--- src/smm_defines.vh ---
// Operation
// - Concurrent start needs both of first pair occupied within the sensor window.
// - Four-sensor modes start only when all sensors clear and guard input high.
// - Muting stops at once when the cycle exceeds its timeout; zero is unlimited.
// - Enable/disable mode arms a cycle only on a rising enable edge.
// - Enable/disable mode ends muting on any falling enable edge.
// - Enable-only mode never ends muting; enable must fall before rearming.
// - Without enable option, muting is always enabled.
// - Direction setting limits travel to both, up only or down only.
// - Curtain close ends on guard rise; sensor close when third sensor clears.
// - Muted output is 1 while muting, else follows guard input.
// - Blind time holds guard as 1 after close; concurrent only with curtain close.
// - Minimum sensor time demands 150 ms between first two activations.
// - L mode uses two sensors and ends once the opening is released.
// - L mode starts only with both sensors clear and guard input high.
// - L mode ends muting when end-of-muting time from first release expires.
// - Sequential mode needs sensors in strict travel order, no sensor window limit.
`ifndef SMM_DEFINES_VH
`define SMM_DEFINES_VH

// Evaluation tick period and clock rate
`define SMM_TICK_US 10000
`define SMM_CLK_MHZ 100

// Register byte offsets
`define SMM_ADDR_CTRL 6'h00
`define SMM_ADDR_WIN 6'h04
`define SMM_ADDR_TOUT 6'h08
`define SMM_ADDR_BLIND 6'h0c
`define SMM_ADDR_EOT 6'h10
`define SMM_ADDR_STAT 6'h14

// Control fields
`define SMM_F_MODE 1:0
`define SMM_F_ENMODE 3:2
`define SMM_F_DIR 5:4
`define SMM_B_CLOSE 6
`define SMM_B_BLIND 7
`define SMM_B_MINT 8
`define SMM_CTRL_W 9

`define SMM_MODE_CONC 2'h0
`define SMM_MODE_L 2'h1
`define SMM_MODE_SEQ 2'h2
`define SMM_EN_NONE 2'h0
`define SMM_EN_DIS 2'h1
`define SMM_EN_ONLY 2'h2
`define SMM_DIR_BOTH 2'h0
`define SMM_DIR_UP 2'h1
`define SMM_DIR_DOWN 2'h2

// Limits and resets, in ticks of 10 ms
`define SMM_WIN_MIN 16'h00c8
`define SMM_WIN_MAX 16'h01f4
`define SMM_TOUT_MIN 16'h03e8
`define SMM_TOUT_RST 16'h03e8
`define SMM_BLIND_MIN 16'h0019
`define SMM_BLIND_MAX 16'h0064
`define SMM_EOT_MIN 16'h00fa
`define SMM_EOT_MAX 16'h0258
`define SMM_MINT_TICKS 16'h000f
`define SMM_CTRL_RST 9'h000

`endif

--- src/smm_muting.v ---
`include "smm_defines.vh"

module smm_muting #(
  parameter TICK_CYCLES = `SMM_TICK_US * `SMM_CLK_MHZ
) (
  // APB slave
  input wire pclk,
  input wire presetn,
  input wire psel,
  input wire penable,
  input wire pwrite,
  input wire [5:0] paddr,
  input wire [31:0] pwdata,
  output reg [31:0] prdata,
  output reg pready,
  output reg pslverr,
  // Field pins, asynchronous
  input wire first_sensor,
  input wire second_sensor,
  input wire third_sensor,
  input wire fourth_sensor,
  input wire guard_in,
  input wire enable_in,
  // Results
  output reg muted_out,
  output reg mute_active
);

  localparam ST_IDLE = 3'h0;
  localparam ST_READY = 3'h1;
  localparam ST_FIRST = 3'h2;
  localparam ST_MUTE = 3'h3;
  localparam ST_BLIND = 3'h4;

  function [15:0] clamp;
    input [15:0] v;
    input [15:0] lo;
    input [15:0] hi;
    begin
      clamp = (v < lo) ? lo : ((v > hi) ? hi : v);
    end
  endfunction

  // Sensors reordered so bit 0 is the first met in travel
  function [3:0] travel;
    input [3:0] s;
    input rev;
    begin
      travel = rev ? {s[0], s[1], s[2], s[3]} : s;
    end
  endfunction

  wire [5:0] pins_s;
  smm_sync #(.W(6)) u_sync (
    .clk(pclk),
    .rst_n(presetn),
    .async_in({enable_in, guard_in, fourth_sensor, third_sensor, second_sensor, first_sensor}),
    .sync_out(pins_s)
  );
  wire [3:0] sens = pins_s[3:0];
  wire guard = pins_s[4];
  wire en = pins_s[5];

  reg [`SMM_CTRL_W-1:0] ctrl_q;
  reg [15:0] win_q, tout_q, blind_q, eot_q;
  reg [31:0] pre_q;
  reg tick_q;
  reg [2:0] st_q, st_d;
  reg [15:0] tmr_q, tmr_d, cyc_q, cyc_d;
  reg [1:0] step_q, step_d;
  reg rev_q, rev_d, seen3_q, seen3_d, rel_q, rel_d;
  reg arm_q, arm_d, en_prev_q, guard_prev_q;

  wire [1:0] mode = ctrl_q[`SMM_F_MODE];
  wire [1:0] enmode = ctrl_q[`SMM_F_ENMODE];
  wire [1:0] dir = ctrl_q[`SMM_F_DIR];
  wire is_l = (mode == `SMM_MODE_L);
  wire is_seq = (mode == `SMM_MODE_SEQ);
  wire en_rise = en & ~en_prev_q;
  wire en_fall = ~en & en_prev_q;
  wire guard_rise = guard & ~guard_prev_q;
  wire [3:0] t = travel(sens, rev_q);
  wire [3:0] t_fwd = travel(sens, 1'b0);
  wire [3:0] t_rev = travel(sens, 1'b1);
  wire [3:0] ahead = (t >> step_q) >> 1;
  wire in_cycle = (st_q == ST_FIRST) || (st_q == ST_MUTE);

  // Opening free: relevant sensors clear and guard high
  wire free = guard && (is_l ? (sens[1:0] == 2'h0) : (sens == 4'h0));
  wire enabled = (enmode == `SMM_EN_NONE) || arm_q;
  wire fwd_ok = (dir != `SMM_DIR_DOWN);
  wire rev_ok = (dir != `SMM_DIR_UP) && !is_l;
  wire fwd_go = is_seq ? (t_fwd == 4'h1) : ((t_fwd[1:0] != 2'h0) && (t_fwd[3:2] == 2'h0));
  wire rev_go = is_seq ? (t_rev == 4'h1) : ((t_rev[1:0] != 2'h0) && (t_rev[3:2] == 2'h0));
  wire early = ctrl_q[`SMM_B_MINT] && (tmr_q < `SMM_MINT_TICKS);
  wire late = (tmr_q > win_q);
  wire tout_hit = (tout_q != 16'h0000) && (cyc_q >= tout_q);
  wire blind_use = ctrl_q[`SMM_B_BLIND] && (is_l || !ctrl_q[`SMM_B_CLOSE]);
  wire kill = (enmode == `SMM_EN_DIS) && en_fall;

  // Tick prescaler
  always @(posedge pclk or negedge presetn) begin
    if (!presetn) begin
      pre_q <= 32'h0000_0000;
      tick_q <= 1'b0;
    end else if (pre_q >= TICK_CYCLES - 1) begin
      pre_q <= 32'h0000_0000;
      tick_q <= 1'b1;
    end else begin
      pre_q <= pre_q + 32'h0000_0001;
      tick_q <= 1'b0;
    end
  end

  // Sequencer
  always @* begin
    st_d = st_q;
    tmr_d = tick_q ? tmr_q + 16'h0001 : tmr_q;
    cyc_d = (in_cycle && tick_q) ? cyc_q + 16'h0001 : cyc_q;
    step_d = step_q;
    rev_d = rev_q;
    seen3_d = seen3_q;
    rel_d = rel_q;
    arm_d = arm_q;
    if (enmode == `SMM_EN_DIS && en_fall)
      arm_d = 1'b0;
    case (st_q)
      ST_IDLE: begin
        tmr_d = 16'h0000;
        cyc_d = 16'h0000;
        if (free)
          st_d = ST_READY;
      end
      ST_READY: begin
        tmr_d = 16'h0000;
        cyc_d = 16'h0000;
        step_d = 2'h1;
        seen3_d = 1'b0;
        rel_d = 1'b0;
        if (!guard) begin
          st_d = ST_IDLE;
        end else if (!free) begin
          st_d = ST_IDLE;
          if (enabled && fwd_ok && fwd_go) begin
            st_d = ST_FIRST;
            rev_d = 1'b0;
            arm_d = 1'b0;
          end else if (enabled && rev_ok && rev_go) begin
            st_d = ST_FIRST;
            rev_d = 1'b1;
            arm_d = 1'b0;
          end
        end
      end
      ST_FIRST: begin
        if (kill || tout_hit) begin
          st_d = ST_IDLE;
        end else if (is_seq) begin
          if (ahead != 4'h0) begin
            st_d = ST_IDLE;
          end else if (t[step_q]) begin
            if (step_q == 2'h1 && early)
              st_d = ST_IDLE;
            else if (step_q == 2'h3) begin
              st_d = ST_MUTE;
              tmr_d = 16'h0000;
            end else
              step_d = step_q + 2'h1;
          end
        end else begin
          if (!is_l && t[3:2] != 2'h0)
            st_d = ST_IDLE;
          else if (t[1:0] == 2'h3) begin
            if (early || late) begin
              st_d = ST_IDLE;
            end else begin
              st_d = ST_MUTE;
              tmr_d = 16'h0000;
            end
          end else if (t[1:0] == 2'h0 || late)
            st_d = ST_IDLE;
        end
      end
      ST_MUTE: begin
        if (t[2])
          seen3_d = 1'b1;
        if (is_l && !t[0] && !rel_q) begin
          rel_d = 1'b1;
          tmr_d = 16'h0000;
        end else if (!rel_q) begin
          tmr_d = 16'h0000;
        end
        if (kill || tout_hit) begin
          st_d = ST_IDLE;
        end else if ((is_l && rel_q && tmr_q >= eot_q)
            || ((is_l || !ctrl_q[`SMM_B_CLOSE]) && guard_rise)
            || (!is_l && ctrl_q[`SMM_B_CLOSE] && seen3_q && !t[2])) begin
          st_d = blind_use ? ST_BLIND : ST_IDLE;
          tmr_d = 16'h0000;
        end
      end
      ST_BLIND: begin
        if (kill || tmr_q >= blind_q)
          st_d = ST_IDLE;
      end
      default: st_d = ST_IDLE;
    endcase
    if (enmode != `SMM_EN_NONE && en_rise)
      arm_d = 1'b1;
  end

  always @(posedge pclk or negedge presetn) begin
    if (!presetn) begin
      st_q <= ST_IDLE;
      tmr_q <= 16'h0000;
      cyc_q <= 16'h0000;
      step_q <= 2'h0;
      rev_q <= 1'b0;
      seen3_q <= 1'b0;
      rel_q <= 1'b0;
      arm_q <= 1'b0;
      en_prev_q <= 1'b0;
      guard_prev_q <= 1'b0;
      muted_out <= 1'b0;
      mute_active <= 1'b0;
    end else begin
      st_q <= st_d;
      tmr_q <= tmr_d;
      cyc_q <= cyc_d;
      step_q <= step_d;
      rev_q <= rev_d;
      seen3_q <= seen3_d;
      rel_q <= rel_d;
      arm_q <= arm_d;
      en_prev_q <= en;
      guard_prev_q <= guard;
      muted_out <= (st_d == ST_MUTE) || (st_d == ST_BLIND) || guard;
      mute_active <= (st_d == ST_MUTE);
    end
  end

  // APB slave: one wait state, write commits at the completing edge
  wire acc = psel && penable;
  reg [31:0] rd;
  reg hit;
  always @* begin
    rd = 32'h0000_0000;
    hit = 1'b1;
    case (paddr)
      `SMM_ADDR_CTRL: rd[`SMM_CTRL_W-1:0] = ctrl_q;
      `SMM_ADDR_WIN: rd[15:0] = win_q;
      `SMM_ADDR_TOUT: rd[15:0] = tout_q;
      `SMM_ADDR_BLIND: rd[15:0] = blind_q;
      `SMM_ADDR_EOT: rd[15:0] = eot_q;
      `SMM_ADDR_STAT: rd[11:0] = {pins_s, arm_q, rev_q, muted_out, st_q};
      default: hit = 1'b0;
    endcase
  end

  always @(posedge pclk or negedge presetn) begin
    if (!presetn) begin
      pready <= 1'b0;
      pslverr <= 1'b0;
      prdata <= 32'h0000_0000;
      ctrl_q <= `SMM_CTRL_RST;
      win_q <= `SMM_WIN_MIN;
      tout_q <= `SMM_TOUT_RST;
      blind_q <= `SMM_BLIND_MIN;
      eot_q <= `SMM_EOT_MIN;
    end else begin
      pready <= acc && !pready;
      pslverr <= acc && !pready && !hit;
      prdata <= (acc && !pready && !pwrite) ? rd : 32'h0000_0000;
      if (acc && pready && pwrite) begin
        case (paddr)
          `SMM_ADDR_CTRL: ctrl_q <= pwdata[`SMM_CTRL_W-1:0];
          `SMM_ADDR_WIN: win_q <= clamp(pwdata[15:0], `SMM_WIN_MIN, `SMM_WIN_MAX);
          `SMM_ADDR_TOUT: tout_q <= (pwdata[15:0] == 16'h0000) ? 16'h0000 :
            clamp(pwdata[15:0], `SMM_TOUT_MIN, 16'hffff);
          `SMM_ADDR_BLIND: blind_q <= clamp(pwdata[15:0], `SMM_BLIND_MIN, `SMM_BLIND_MAX);
          `SMM_ADDR_EOT: eot_q <= clamp(pwdata[15:0], `SMM_EOT_MIN, `SMM_EOT_MAX);
          default: ;
        endcase
      end
    end
  end

endmodule // smm_muting

--- src/smm_sync.v ---
module smm_sync #(
  parameter W = 6
) (
  // Clock and reset
  input wire clk,
  input wire rst_n,
  // Asynchronous levels and their synchronised copies
  input wire [W-1:0] async_in,
  output reg [W-1:0] sync_out
);

  reg [W-1:0] meta_q;

  always @(posedge clk or negedge rst_n) begin
    if (!rst_n) begin
      meta_q <= {W{1'b0}};
      sync_out <= {W{1'b0}};
    end else begin
      meta_q <= async_in;
      sync_out <= meta_q;
    end
  end

endmodule // smm_sync

--- config.mk ---
export PLATFORM = sky130hd
export DESIGN_NAME = smm_muting
export DESIGN_NICKNAME = d
export VERILOG_FILES = /design/src/smm_muting.v /design/src/smm_sync.v
export VERILOG_INCLUDE_DIRS = /design/src
export SDC_FILE = /design/constraint.sdc
export NUM_CORES = 1
export LEC_CHECK = 0
export ABC_AREA = 1
export BUFFER_PORTS_ARGS = -buffer_cell sky130_fd_sc_hd__buf_2
export CAP_MARGIN = 5
export CORE_ASPECT_RATIO = 1.1
export CORE_MARGIN = 2
export CORE_UTILIZATION = 65
export CTS_BUF_LIST = sky130_fd_sc_hd__clkbuf_8
export DETAILED_ROUTE_END_ITERATION = 6
export PLACE_DENSITY = 0.94
export SYNTH_ARGS = -nofsm -noshare
export SYNTH_HDL_FRONTEND = slang
export SYNTH_SLANG_ARGS = --single-unit
--- constraint.sdc ---
create_clock -name pclk -period 3.2 [get_ports pclk]
set_input_delay 0.16 -clock pclk [delete_from_list [all_inputs] [get_ports pclk]]
set_output_delay 0.16 -clock pclk [all_outputs]
set_load 0.005 [all_outputs]
==> results.sh <==
export IMPL_outcome="complete, no violations"
export IMPL_routed_via_density=5.98
export IMPL_antenna_found_initial=0
export IMPL_ys_seq_elements=181
export IMPL_drtPass1Iterations=7
export IMPL_fin_cells=1508
export IMPL_critPathLaunchType="register"
export IMPL_area_growth_synth_to_final_pct=11.0
export IMPL_cts_tree="yes"
export IMPL_syn_avg_cell_area_um2=8.38
export IMPL_synth_edf_count=0
export IMPL_fp_dieArea_um2=16500
export IMPL_leakage_nw=5.81
export IMPL_grt_overflow=0
export IMPL_die_w_um=123
export IMPL_finalHoldViolCount=0
export IMPL_finalCriticalPeriod_ns=2.68
export IMPL_critPathArrivalTime_ns=3.05
export IMPL_drive_gt1_share_pct=12.4
export IMPL_yosysSeqAreaShare_pct=45.2
export IMPL_async_reset_ff_share_pct=100
export IMPL_fin_nets=1416
export IMPL_synth_top_area_cell="dfrtp_1"
export IMPL_hold_class="primary input to register"
export IMPL_hp_start="pwdata[1]"
export IMPL_gp_congestion=0.988
export IMPL_cts_made_buffers=17
export IMPL_fin_skew_ns=0.0129
export IMPL_row_count=47
export IMPL_drc=0
export IMPL_grt_max_degree=90
export IMPL_syn_area_um2=10100
export IMPL_stdcell_area_um2=11200
export IMPL_rsz0062_at_grt="false"
export IMPL_totalPowerFinal_mw=4.30
export IMPL_synth_most_common_cell="inv_1"
export IMPL_grt_pass1_vias=8935
export IMPL_cts_resized=0
export IMPL_syn_inst=1201
export IMPL_yosys_area_share_adder_pct=8.58
export IMPL_clk_latency_ns=0.49
export IMPL_synth_common_cells="206 x inv_1, 193 x nand2_1, 163 x dfrtp_1"
export IMPL_required_ns=3.58
export IMPL_die_h_um=134
export IMPL_tightest_slew_ns=0.943
export IMPL_route_vias_total=9015
export IMPL_wl_per_cell_um=17.3
export IMPL_synth_cell_types=53
export IMPL_track_usage_pct=33.4
export IMPL_setup_worst_path_end_class="register"
export IMPL_cap_violations=0
export IMPL_ios=85
export IMPL_max_slew_margin_pct=36.4
export IMPL_start_util_pct=66.6
export IMPL_critPathMaxFanout=16
export IMPL_place_area_um2=10600
export IMPL_dp_hpwl_um=19100
export IMPL_clock_sinks=181
export IMPL_ys_warnings_count=0
export IMPL_fin_setup_tns_ns=0
export IMPL_drt_initial_drc_count=1133
export IMPL_crit_start="tout_q[3]"
export IMPL_crit_type="register to register"
export IMPL_core_area_um2=15100
export IMPL_fin_util_pct=73.9
export IMPL_max_freq_ghz=0.374
export IMPL_synthFlopType="dfrtp_1"
export IMPL_period_share_pct=83.6
export IMPL_synthMuxAreaShare_pct=0
export IMPL_ant_nets=0
export IMPL_timing_final_max_slew_violations=0
export IMPL_synth_simple_area_share_pct=20.5
export IMPL_r2r_start="tout_q[3]"
export IMPL_ys_top_cells_by_area="dfrtp_1 41%, ha_1 8.6%, inv_1 7.7%"
export IMPL_p_per_area_nw_per_um2=385
export IMPL_nFillCells=987
export IMPL_synth_top_area_share_pct=40.5
export IMPL_synth_top_family_by_area="simple AND/OR/NAND/NOR gates"
export IMPL_synth_compound_gate_area_share_pct=13.7
export IMPL_ir_drop_mv=0.257
export IMPL_synth_xor_area_share_pct=1.91
export IMPL_cts_htree_levels=4
export IMPL_port_buffers=52
export IMPL_cts_max_path_buffers=2
export IMPL_wl_um=26100
export IMPL_grt_pass1_wl_um=42600
export IMPL_dp_cells=1458
export IMPL_path_clk_slew_ns=0.09
export IMPL_setup_viol=0
export IMPL_clock_root_buffer="clkbuf_8"
-- through the flow --
stage / hold WS, ns / worst slack, ns
CTS: 0.0132 / 0.637
finish: 0.0242 / 0.524
global route: 0.0404 / 0.380
global placement: 0.267 / 0.802
floorplan: -0.136 / 1.07
detailed placement: 0.269 / 0.689
-- where the power goes --
| group | switching (mW) | internal (mW) |
|---|---|---|
| Combinational | 0.197 | 0.0960 |
| Clock | 0.846 | 0.786 |
| Sequential | 0.0415 | 2.33 |
-- final timing paths --
| kind | endpoint | slack, ns | cells after the start |
|---|---|---|---|
| min in group asynchronous | eot_q[13] | 0.30 | 2 |
| hold reg to reg | u_sync.sync_out[4] | 0.35 | 0 |
| setup / recovery | tmr_q[12] | 0.52 | 14 |
| max in group asynchronous | eot_q[4] | 2.05 | 3 |
| setup reg to reg | tmr_q[12] | 0.52 | 14 |
| hold / removal | tout_q[1] | 0.02 | 3 |
-- logic make-up after synthesis --
family | after synthesis
adders and majority gates | 69
other | 1
and+or+nand+nor | 442
xor gates and xnor gates | 22
AOI/OAI and AO/OA | 241
DFF | 181
buffers and inverters | 245
-- repair_timing --
| item | in CTS | in global routing |
|---|---|---|
| endpoints found under the hold margin | 97 | 0 |
| hold buffers | 17 | 0 |
| endpoints found under the setup margin | 0 | 0 |
| setup buffers | 0 | 0 |
-- layer usage --
metal	wire length (um)	vias up	GRT usage (%)
li1	-	4103	-
met1	9600	4145	40.6
met2	12000	582	53.4
met3	2550	185	7.35
met4	1930	0	22.2
met5	0	-	0
-- layout by cell type, fill, tap and decap left out, types with 6 or more instances in the layout --
cell           instances
inv_1                209
nand2_1              193
dfrtp_1              163
nor2_1               111
o21ai_0               78
a21oi_1               76
ha_1                  69
buf_2                 51
nand3_1               48
conb_1                28
o22ai_1               22
nor3_1                19
a22oi_1               18
dfstp_2               18
clkbuf_8              18
xor2_1                17
dlygate4sd3_1         17
a31oi_1               16
nand4_1               13
buf_4                 12
nor4_1                11
o21ai_1                9
inv_2                  7
nor2_2                 7
nor3_2                 6
nor2_4                 6
-- sequential cells by signal, indices dropped and copies added (netlist names) --
| register | flops |
|---|---|
| arm_q | 1 |
| en_prev_q | 1 |
| u_sync.meta_q | 6 |
| cyc_q | 16 |
| guard_prev_q | 1 |
| tmr_q | 16 |
| rev_q | 1 |
| u_sync.sync_out | 6 |
| mute_active | 1 |
| muted_out | 1 |
| win_q | 16 |
| pready | 1 |
| rel_q | 1 |
| tick_q | 1 |
| prdata | 16 |
| pslverr | 1 |
| pre_q | 32 |
| blind_q | 16 |
| st_q | 3 |
| ctrl_q | 9 |
| eot_q | 16 |
| step_q | 2 |
| tout_q | 16 |
| seen3_q | 1 |
-- critical path, stage by stage, from the launching register on --
cell      delay (ns)
dfstp_2         0.54
inv_1           0.09
ha_1            0.32
a21oi_1         0.12
o21ai_0         0.10
nand2_1         0.06
o211ai_1        0.08
nand2_1         0.08
nand3_1         0.13
a21oi_1         0.38
o21ai_1         0.18
nand2_2         0.12
nand3_4         0.19
nand2_1         0.14
inv_1           0.04
-- final cells by class --
class / count / area (um^2) / share of cell area (%)
Antenna cell: 1 / 2.50 / 0.0224
Clock buffer: 18 / 248 / 2.22
Clock inverter: 14 / 164 / 1.47
Inverter: 214 / 803 / 7.19
Multi-Input combinational cell: 802 / 4610 / 41.3
Sequential cell: 181 / 4550 / 40.7
Tap cell: 196 / 245 / 2.20
Timing Repair Buffer: 82 / 547 / 4.89
Note: power is estimated with default switching activity, not from simulation.
